File: config.mk
export PLATFORM = sky130hd
export DESIGN_NAME = reset_cause_logic
export DESIGN_NICKNAME = d
export VERILOG_FILES = /design/src/pkg/reset_cause_pkg.sv /design/src/hdl/reset_cause_logic.sv
export SDC_FILE = /design/constraint.sdc
export NUM_CORES = 1
export LEC_CHECK = 0
export ABC_AREA = 1
export ABC_CLOCK_PERIOD_IN_PS = 1900
export BUFFER_PORTS_ARGS = -buffer_cell sky130_fd_sc_hd__buf_2
export CAP_MARGIN = 20
export CORE_MARGIN = 2
export CORE_UTILIZATION = 46
export DETAILED_ROUTE_END_ITERATION = 8
export GPL_ROUTABILITY_DRIVEN = 0
export GPL_TIMING_DRIVEN = 0
export PLACE_DENSITY = 0.83
export REMOVE_ABC_BUFFERS = 1
export SLEW_MARGIN = 20
export SYNTH_ARGS = -nofsm -noshare
export SYNTH_HDL_FRONTEND = slang
export SYNTH_SLANG_ARGS = --single-unit
File: constraint.sdc
create_clock -name pclk -period 1.9 [get_ports pclk]
set_clock_uncertainty 0.1 [all_clocks]
set_input_delay 0.38 -clock pclk [delete_from_list [all_inputs] [get_ports pclk]]
set_output_delay 0.38 -clock pclk [all_outputs]
set_load 0.02 [all_outputs]
File: src/pkg/reset_cause_pkg.sv
/*
  Constants and carriers for the reset cause logic: register map, flag bit
  positions, event bundle and sequencer states.
  Assumes a 32-bit APB bus clocked by pclk at 125 MHz.
*/
package reset_cause_pkg;
  localparam logic [11:0] cause_reg_addr = 12'h000;
  localparam logic [11:0] watch_reg_addr = 12'h004;
  localparam logic [11:0] status_reg_addr = 12'h008;
  localparam int trap_bit = 15;
  localparam int illegal_bit = 14;
  localparam int mismatch_bit = 9;
  localparam int external_pin_reset_flag_bit = 7;
  localparam int swr_bit = 6;
  localparam int watchdog_timeout_flag_bit = 4;
  localparam int sleep_bit = 3;
  localparam int idle_bit = 2;
  localparam int bor_bit = 1;
  localparam int por_bit = 0;
  localparam logic [15:0] cause_reset_value = 16'h0003;
  localparam logic [15:0] cause_impl_mask = 16'hc2df;
  localparam logic [7:0] illegal_opcode_upper = 8'h3f;
  localparam int num_working_regs = 16;
  localparam logic [3:0] top_working_reg = 4'hf;
  localparam int hard_trap_min = 13;
  localparam int hard_trap_max = 15;
  localparam logic [3:0] reset_hold_cycles = 4'h1;

  typedef struct packed {
    logic soft_reset;
    logic watchdog_timeout;
    logic power_save_sleep;
    logic power_save_idle;
    logic watchdog_clear;
    logic in_low_power;
    logic trap_valid;
    logic [3:0] trap_level;
    logic [3:0] active_trap_level;
    logic trap_active;
    logic fetch_valid;
    logic [7:0] fetch_upper;
    logic ptr_use;
    logic [3:0] ptr_reg;
    logic reg_write;
    logic [3:0] reg_write_idx;
    logic flow_change;
    logic vector_change;
    logic target_restricted;
  } core_events_s;

  typedef enum logic [1:0] {
    run_st = 2'b00,
    hold_st = 2'b01,
    release_st = 2'b11
  } seq_state_e;
endpackage : reset_cause_pkg

File: src/hdl/reset_cause_logic.sv
/*
  Reset cause logic: gathers reset sources, drives system_reset_n and keeps
  the reset cause register reachable over APB.
  Assumes power-on and brown-out come from analog supervisors as async pins,
  and the core reports its events synchronously on pclk.
*/
// Chosen here: the placing of the registers and the APB register port.
// Contract
// - Soft reset instruction pulses reset one cycle, clock source untouched.
// - Soft reset sets cause bit 6.
// - Watchdog time-out while running asserts reset asynchronously.
// - Watchdog time-out in sleep or idle only wakes, no reset.
// - Watchdog reset sets cause bit 4.
// - Lower hard trap during higher trap processing resets device.
// - Trap conflict sets cause bit 15.
// - Pin-select registers continuously compared with shadow; mismatch resets.
// - Mismatch reset sets cause bit 9.
// - Illegal opcode, uninit register, security each reset, set bit 14.
// - Executing fetched opcode with upper byte 0x3f resets device.
// - Resets clear all working regs but top; uninit pointer use resets.
// - Flow change into restricted protected location causes security reset.
// - Branches are program flow changes; vector reloads are vector changes.
// - Watchdog flag cleared by power-save, watchdog clear, power-on, brown-out.
// - Trap, illegal, mismatch, soft, sleep, idle cleared by hardware only on cold reset.
// - Software may set or clear every cause flag directly.
// - Master clear pin driven low resets the device.
// - Master clear reset sets the external-pin flag.
// - Power-on reset sets the power-on flag.
// - Software setting a flag never triggers reset.
`timescale 1ns/1ps
`default_nettype none
module reset_cause_logic
  import reset_cause_pkg::*;
#(
  parameter int pps_regs = 4,
  parameter int pps_width = 16
) (
  input wire logic pclk,
  input wire logic presetn,
  input wire logic clk_en,
  input wire logic por_n,
  input wire logic bor_n,
  input wire logic master_clear_pin,
  input wire core_events_s core_events,
  input wire logic [pps_regs*pps_width-1:0] pps_ctrl,
  input wire logic [pps_regs*pps_width-1:0] pps_shadow,
  input wire logic psel,
  input wire logic penable,
  input wire logic pwrite,
  input wire logic [11:0] paddr,
  input wire logic [31:0] pwdata,
  input wire logic [3:0] pstrb,
  output logic [31:0] prdata,
  output logic pready,
  output logic pslverr,
  output logic system_reset_n,
  output logic watchdog_wake,
  output logic fetch_reset_vector,
  output logic [num_working_regs-1:0] reg_initialized
);
  logic [2:0] sync0, sync1, next_sync0, next_sync1;
  logic por_s, bor_s, master_clear_pin_s;
  logic [15:0] cause, next_cause;
  logic [num_working_regs-1:0] next_reg_init;
  seq_state_e state, next_state;
  logic [31:0] next_prdata;
  logic [pps_regs-1:0] pps_diff;
  logic wdt_reset, sync_reset, illegal_hit, trap_conflict, mismatch;
  logic security_hit, uninit_hit, opcode_hit, cold, apb_write, apb_read;
  logic mapped, incoming_hard, lower_priority, in_hold;
  logic [31:0] status_word;

  // Pins pass two flops before use
  always_comb begin
    next_sync0 = {master_clear_pin, bor_n, por_n};
    next_sync1 = sync0;
  end

  // Reset to the idle high level: a cleared stage would fake a pin event
  // and a second power-on right after presetn is released
  always_ff @(posedge pclk or negedge presetn) begin
    if (!presetn) begin
      sync0 <= 3'h7;
      sync1 <= 3'h7;
    end else if (clk_en) begin
      sync0 <= next_sync0;
      sync1 <= next_sync1;
    end
  end
  assign por_s = ~sync1[0];
  assign bor_s = ~sync1[1];
  assign master_clear_pin_s = ~sync1[2];
  assign cold = por_s | bor_s;

  genvar gi;
  generate
    for (gi = 0; gi < pps_regs; gi++) begin : g_pps
      assign pps_diff[gi] = pps_ctrl[gi*pps_width +: pps_width]
                          != pps_shadow[gi*pps_width +: pps_width];
    end
  endgenerate
  assign mismatch = |pps_diff;

  // Watchdog time-out resets only while running; in low power it only wakes
  assign wdt_reset = core_events.watchdog_timeout
                   & ~core_events.in_low_power;
  assign watchdog_wake = core_events.watchdog_timeout
                       & core_events.in_low_power;
  // Only levels inside the hard band can conflict; soft traps just nest
  assign incoming_hard = (core_events.trap_level >= 4'(hard_trap_min))
    & (core_events.trap_level <= 4'(hard_trap_max));
  assign lower_priority = core_events.trap_level
    < core_events.active_trap_level;
  assign trap_conflict = core_events.trap_valid & core_events.trap_active
    & incoming_hard & lower_priority;
  assign opcode_hit = core_events.fetch_valid
    & (core_events.fetch_upper == illegal_opcode_upper);
  assign uninit_hit = core_events.ptr_use
    & ~reg_initialized[core_events.ptr_reg];
  assign security_hit = (core_events.flow_change | core_events.vector_change)
    & core_events.target_restricted;
  assign illegal_hit = opcode_hit | uninit_hit | security_hit;
  // Sources that pass through the sequencer and get a release cycle
  assign sync_reset = core_events.soft_reset
                    | trap_conflict
                    | mismatch
                    | illegal_hit
                    | master_clear_pin_s
                    | cold;

  assign in_hold = (state == hold_st);

  // Watchdog asserts reset straight through, no clock needed
  assign system_reset_n = ~(wdt_reset
                          | in_hold
                          | master_clear_pin_s
                          | cold);
  assign fetch_reset_vector = (state == release_st);

  assign apb_write = psel & penable & pwrite;
  assign apb_read = psel & ~penable & ~pwrite;
  // No wait states: every register answers in the access cycle
  assign pready = 1'b1;

  // Only three words decode; any other address answers with an error
  always_comb begin
    mapped = 1'b0;
    if (paddr == cause_reg_addr) begin
      mapped = 1'b1;
    end else if (paddr == watch_reg_addr) begin
      mapped = 1'b1;
    end else if (paddr == status_reg_addr) begin
      mapped = 1'b1;
    end
  end

  assign pslverr = psel & penable & ~mapped;

  always_comb begin
    next_state = state;
    // Hold stays while any source persists, then one release cycle
    case (state)
      run_st: begin
        if (sync_reset) begin
          next_state = hold_st;
        end
      end
      hold_st: begin
        if (!sync_reset) begin
          next_state = release_st;
        end
      end
      release_st: begin
        // A new source during release goes straight back to hold
        next_state = sync_reset ? hold_st : run_st;
      end
      default: begin
        next_state = run_st;
      end
    endcase
  end

  always_comb begin
    next_cause = cause;
    // Software write first so hardware events win the same cycle
    if (apb_write && paddr == cause_reg_addr && pstrb[0]) begin
      next_cause[7:0] = pwdata[7:0];
    end
    if (apb_write && paddr == cause_reg_addr && pstrb[1]) begin
      next_cause[15:8] = pwdata[15:8];
    end
    next_cause = next_cause & cause_impl_mask;
    if (core_events.power_save_sleep || core_events.power_save_idle
        || core_events.watchdog_clear) begin
      next_cause[watchdog_timeout_flag_bit] = 1'b0;
    end
    if (core_events.power_save_sleep) begin
      next_cause[sleep_bit] = 1'b1;
    end
    if (core_events.power_save_idle) begin
      next_cause[idle_bit] = 1'b1;
    end
    if (core_events.soft_reset) begin
      next_cause[swr_bit] = 1'b1;
    end
    if (wdt_reset) begin
      next_cause[watchdog_timeout_flag_bit] = 1'b1;
    end
    if (trap_conflict) begin
      next_cause[trap_bit] = 1'b1;
    end
    if (mismatch) begin
      next_cause[mismatch_bit] = 1'b1;
    end
    if (illegal_hit) begin
      next_cause[illegal_bit] = 1'b1;
    end
    if (master_clear_pin_s) begin
      next_cause[external_pin_reset_flag_bit] = 1'b1;
    end
    // Cold resets clear every flag but set bor, and por on power-on; brown-out alone keeps the pin and power-on flags
    if (cold) begin
      next_cause = 16'h0;
      next_cause[external_pin_reset_flag_bit] = cause[external_pin_reset_flag_bit] & ~por_s;
      next_cause[bor_bit] = 1'b1;
      next_cause[por_bit] = por_s;
      if (!por_s) begin
        next_cause[por_bit] = cause[por_bit];
      end
    end
  end

  // Working-register init map, its own group
  always_comb begin
    next_reg_init = reg_initialized;
    if (core_events.reg_write) begin
      next_reg_init[core_events.reg_write_idx] = 1'b1;
    end
    // Any reset wipes the working set except the stack pointer
    if (!system_reset_n || in_hold) begin
      next_reg_init = '0;
      next_reg_init[top_working_reg] = 1'b1;
    end
  end

  // Status fields: sequencer state, then live illegal and mismatch hits
  always_comb begin
    status_word = 32'h0;
    status_word[1:0] = state;
    status_word[2] = illegal_hit;
    status_word[3] = mismatch;
  end

  // Reads are captured at setup so prdata stands through the access phase
  always_comb begin
    next_prdata = prdata;
    if (apb_read) begin
      if (paddr == cause_reg_addr) begin
        next_prdata = {16'h0, cause};
      end else if (paddr == watch_reg_addr) begin
        next_prdata = {16'h0, reg_initialized};
      end else if (paddr == status_reg_addr) begin
        next_prdata = status_word;
      end else begin
        next_prdata = 32'h0;
      end
    end
  end

  // Sequencer state
  always_ff @(posedge pclk or negedge presetn) begin
    if (!presetn) begin
      state <= run_st;
    end else if (clk_en) begin
      state <= next_state;
    end
  end

  // Cause flags keep their value through warm resets
  always_ff @(posedge pclk or negedge presetn) begin
    if (!presetn) begin
      cause <= cause_reset_value;
    end else if (clk_en) begin
      cause <= next_cause;
    end
  end

  // Working-register map; presetn counts as a reset like any other
  always_ff @(posedge pclk or negedge presetn) begin
    if (!presetn) begin
      reg_initialized <= 16'h8000;
    end else if (clk_en) begin
      reg_initialized <= next_reg_init;
    end
  end

  // Read data, captured in the setup cycle
  always_ff @(posedge pclk or negedge presetn) begin
    if (!presetn) begin
      prdata <= 32'h0;
    end else if (clk_en) begin
      prdata <= next_prdata;
    end
  end
endmodule : reset_cause_logic
`default_nettype wire

* Word-level counts from Yosys, hierarchy flattened *
Index checks and enable logic that the tools add are counted.

cells by class
  bitwise operators = 37
  equal/unequal tests = 13
  magnitude comparators = 6
  reduce and logical (&&, ||, !) cells = 32
  mux-type cells = 29

operators by type and width
  cell                                                               number
  two-way mux 16 bit                                                 5
  != test 16 bit                                                     4
  AND reduction 2 bit                                                11
  nonzero test 3 bit                                                 6
  two-way mux 1 bit                                                  16
  two-way mux 8 bit                                                  2
  bitwise OR 16 bit                                                  1
  bitwise AND 1 bit                                                  15
  equality test 12 x 3 -> 1 bit, second input constant               1
  equality test 12 x 4 -> 1 bit, second input constant               1
  zero test 12 bit                                                   1
  bitwise OR 1 bit                                                   12
  less-than comparator 4 x 5 -> 1 bit, second input constant         2
  NOT 1 bit                                                          9
  equality test 8 x 6 -> 1 bit, second input constant                1
  != test 2 bit, second input constant                               3
  case mux 2 bit (3 select lines)                                    1
  AND reduction 3 bit                                                2
  binary-select mux 1 bit (select 4 bit)                             1
  demux 1 bit (select 4 bit)                                         1
  greater-or-equal comparator 4 x 1 -> 1 bit, second input constant  1
  greater-or-equal comparator 4 bit, second input constant           1
  less-or-equal comparator 4 bit, second input constant              1
  logical AND 1 bit                                                  4
  other kinds (11)                                                   15

storage, ports and cells
  output and inout port bits = 53
  register bits after elaboration = 72
  input bits = 223
  logic and storage cells = 133

* Depth between registers and ports, before layout *
  word-level depth = 11
  gate-level depth with buffers = 14

* Worst setup path after synthesis *
Ideal clock, no wire load.

  path type = input port to output port
  start = in paddr[11]
  end = out pslverr
  required time = 1.420 ns
  slack = -0.088 ns
  stages on the path = 7
  data arrival time = 1.508 ns
  buffers on the path = 1
  cell sequence = nor2_1 -> nand2_1 -> nor2_2 -> nand2_2 -> inv_4 -> buf_4 -> nor4_1

on the way
  cells in the longest elaborated chain, start to end = 6

RTL lines
  element                        line                      text
  from (decl)                    reset_cause_logic.sv:50   input wire logic [11:0] paddr,
  equality test 12 x 4 -> 1 bit  reset_cause_logic.sv:152  end else if (paddr == status_reg_addr) begin
  two-way mux 1 bit              reset_cause_logic.sv:152
  two-way mux 1 bit              reset_cause_logic.sv:150  end else if (paddr == watch_reg_addr) begin
  two-way mux 1 bit *            reset_cause_logic.sv:148  if (paddr == cause_reg_addr) begin
  NOT 1 bit *                    reset_cause_logic.sv:157  assign pslverr = psel & penable & ~mapped;
  bitwise AND 1 bit *            reset_cause_logic.sv:157
  to (decl)                      reset_cause_logic.sv:55   output logic pslverr,

Every way passes the cells marked *; elsewhere a longest branch is shown, timed or not.

* Final worst setup path *
  start = reg sync1[1]
  end = out system_reset_n

on the way
  cells in the longest elaborated chain, start to end = 4

RTL lines
  element                 line                      text
  from (decl)             reset_cause_logic.sv:61   logic [2:0] sync0, sync1, next_sync0, next_sync1;
  from (signal assigned)  reset_cause_logic.sv:87   sync1 <= next_sync1;
  NOT 1 bit               reset_cause_logic.sv:91   assign bor_s = ~sync1[1];
  bitwise OR 1 bit        reset_cause_logic.sv:93   assign cold = por_s | bor_s;
  bitwise OR 1 bit        reset_cause_logic.sv:137  | cold);
  NOT 1 bit               reset_cause_logic.sv:134  assign system_reset_n = ~(wdt_reset
  to (decl)               reset_cause_logic.sv:56   output logic system_reset_n,

No other way between the ends.

==> flow_metrics.env <==
export IMPL_root_buffer="clkbuf_8"
export IMPL_ys_ff_latch=50
export IMPL_r2r_start="state[1]"
export IMPL_cp_end_kind="primary output"
export IMPL_clk_pin_slew_ns=0.10
export IMPL_setup_viol=0
export IMPL_cts_num_sinks=50
export IMPL_syn_area_per_cell_um2=5.62
export IMPL_power_density_nw_per_um2=470
export IMPL_coreArea_um2=10300
export IMPL_ioPinCount=276
export IMPL_critPathKind="reg -> out"
export IMPL_drive_above_1_share_pct=26.1
export IMPL_antenna_found_initial=2
export IMPL_dieArea_um2=11500
export IMPL_worstMarginPinSlew_ns=0.637
export IMPL_yosys_warnings=0
export IMPL_netlist_top_cell_by_area="nand2_1"
export IMPL_die_w_um=107
export IMPL_num_rows=37
export IMPL_grt_pass1_vias=5499
export IMPL_cp_arrival_ns=1.38
export IMPL_multi_input_area_um2=2860
export IMPL_vias_per_cell=4.66
export IMPL_grt_max_degree=51
export IMPL_power_leakage_nw=4.00
export IMPL_initial_core_util_pct=47.3
export IMPL_ant_nets=0
export IMPL_max_freq_mhz=537
export IMPL_reg2reg_depth=7
export IMPL_reg2reg_to="reg_initialized[10]"
export IMPL_yosys_top_cells_area="nand2_1 27%, dfrtp_1 21%, inv_1 13%"
export IMPL_cp_max_fo=5
export IMPL_synthCells=869
export IMPL_htreeDepth=2
export IMPL_detail_route_wl_per_cell_um=12.2
export IMPL_cp_start_kind="flop"
export IMPL_rsz0062_at_grt="true"
export IMPL_required_ns=1.42
export IMPL_synth_edf_count=0
export IMPL_fin_nets=1334
export IMPL_drtPass1Iterations=5
export IMPL_finish_utilization_pct=61.4
export IMPL_r2r_setup_slack_ns=0.15
export IMPL_cts_tree="done"
export IMPL_holdWs_ns=-0.0237
export IMPL_fin_crit_ns=1.86
export IMPL_ys_seq_area_share_pct=25.9
export IMPL_relSlewSlack_pct=57.5
export IMPL_min_period_over_period_pct=98.1
export IMPL_numCtsBuffers=5
export IMPL_ys_types=41
export IMPL_grt_overflow=0
export IMPL_synth_top_area_share_pct=27.0
export IMPL_fillers=1059
export IMPL_synth_common_cells="351 x nand2_1, 172 x inv_1, 105 x nor2_1, 41 x dfrtp_1, 29 x nand3_1"
export IMPL_grt_pass1_wl_mm=24.1
export IMPL_grt_use_total_pct=26.0
export IMPL_yosysMostFrequentCell="nand2_1"
export IMPL_hold_class="in -> async"
export IMPL_seq_area_um2=1260
export IMPL_drt_initial_drc_count=358
export IMPL_violations="hold timing"
export IMPL_syn_area_um2=4880
export IMPL_clk_path_buf_depth=2
export IMPL_port_buffers=234
export IMPL_hold_viol_final=29
export IMPL_drv_cap=0
export IMPL_synthArstFlopShare_pct=100
export IMPL_area_growth_syn_to_layout_pct=29.9
export IMPL_drc=0
export IMPL_drv_slew=0
export IMPL_die_y_um=107
export IMPL_wirelength_mm=15.2
export IMPL_status="finished with violations"
export IMPL_vias=5817
export IMPL_vdd_drop_max_v=0.000509
export IMPL_clk_latency_ns=0.31
export IMPL_hpwl_mm=12.7
export IMPL_synth_ff_type="dfrtp_1"
-- layout make-up --
class / instances / area share [%]
clock inverters: 2 / 0.611
clock buffers: 6 / 1.30
inverters: 178 / 10.7
flip-flops and latches: 50 / 19.9
repair inverters: 1 / 0.118
well taps: 136 / 2.68
repair buffers: 242 / 19.5
multi-input cells: 630 / 45.1
diodes: 2 / 0.0789
-- cell families after synthesis --
family,synth area share (%)
and+or+nand+nor,42.6
buffers and inverters,17.5
AOI/OAI and AO/OA,7.89
DFF,25.9
xor gates and xnor gates,5.20
adders and majority gates,0.769
other,0.154
-- report_power, final --
group	leakage (nW)	switching, mW	internal, mW
registers	0.642	0.0434	1.15
clock network	0.0618	0.372	0.433
logic	3.29	0.589	0.400
total	4.00	1.00	1.98
-- metal layers --
layer | up-vias | track usage [%] | share of wire, %
met5 | - | 0 | 0
met4 | 0 | 9.46 | 2.6
met3 | 33 | 4.44 | 7.9
met2 | 235 | 46.5 | 49
met1 | 2521 | 31.2 | 40
li1 | 3028 | - | -
-- stage by stage --
step	TNS, ns	cells	instance area, µm²	total power [mW]	worst slack [ns]
floorplan	0	858	4750	1.73	0.0400
global placement	-6.45	1228	6100	2.16	-0.293
detailed placement	-6.59	1228	6100	2.18	-0.326
CTS	0	1240	6280	2.99	0.00257
global route	-0.0256	1247	6340	3.18	-0.0131
finish	0	1247	6340	2.98	0.0369
-- registers in the layout, summed over array words and instances, names as in the netlist --
signal / count
prdata: 16
state: 2
sync1: 3
cause: 10
next_sync1: 3
reg_initialized: 16
-- worst max-delay path: stages, from the launching register on --
cell and delay [ns]:
dfstp_2 0.57, nand2_4 0.08, nor2_4 0.12, nand3_4 0.11, inv_2 0.08, buf_6 0.11
-- worst max-delay path by stage --
stage | from | to | slack (ns) | depth (start not counted)
floorplan | paddr[11] | pslverr | 0.04 | 6
global placement | clk_en | prdata[4] | -0.29 | 5
detailed placement | clk_en | prdata[14] | -0.33 | 5
CTS | sync1[1] | system_reset_n | 0.003 | 5
global route | paddr[7] | pslverr | -0.01 | 8
finish | sync1[1] | system_reset_n | 0.04 | 5
-- repair_timing --
action,4_1_cts,5_1_grt
cloned,0,1
buffers inserted,4,4
hold buffers,0,0
setup endpoints to repair,2,29
pin swaps,2,2
resized for setup,7,8
-- layout by cell type, fill, tap and decap left out, drive strengths merged, types with 2 or more instances in the layout --
cell type and instances:
nor3 7, nor2 111, diode 2, dfstp 9, o21a 2, a41oi 2, clkbuf 6, clkinvlp 2
conb 17, nand2 356, and3 2, xor2 10, xnor2 19, buf 242, and2 2, o21ai 25
nand3 31, inv 177, dfrtp 41, ha 3, o31ai 6, nand4 6, a221oi 6, a21oi 20
Note: power is estimated with default switching activity, not from simulation.
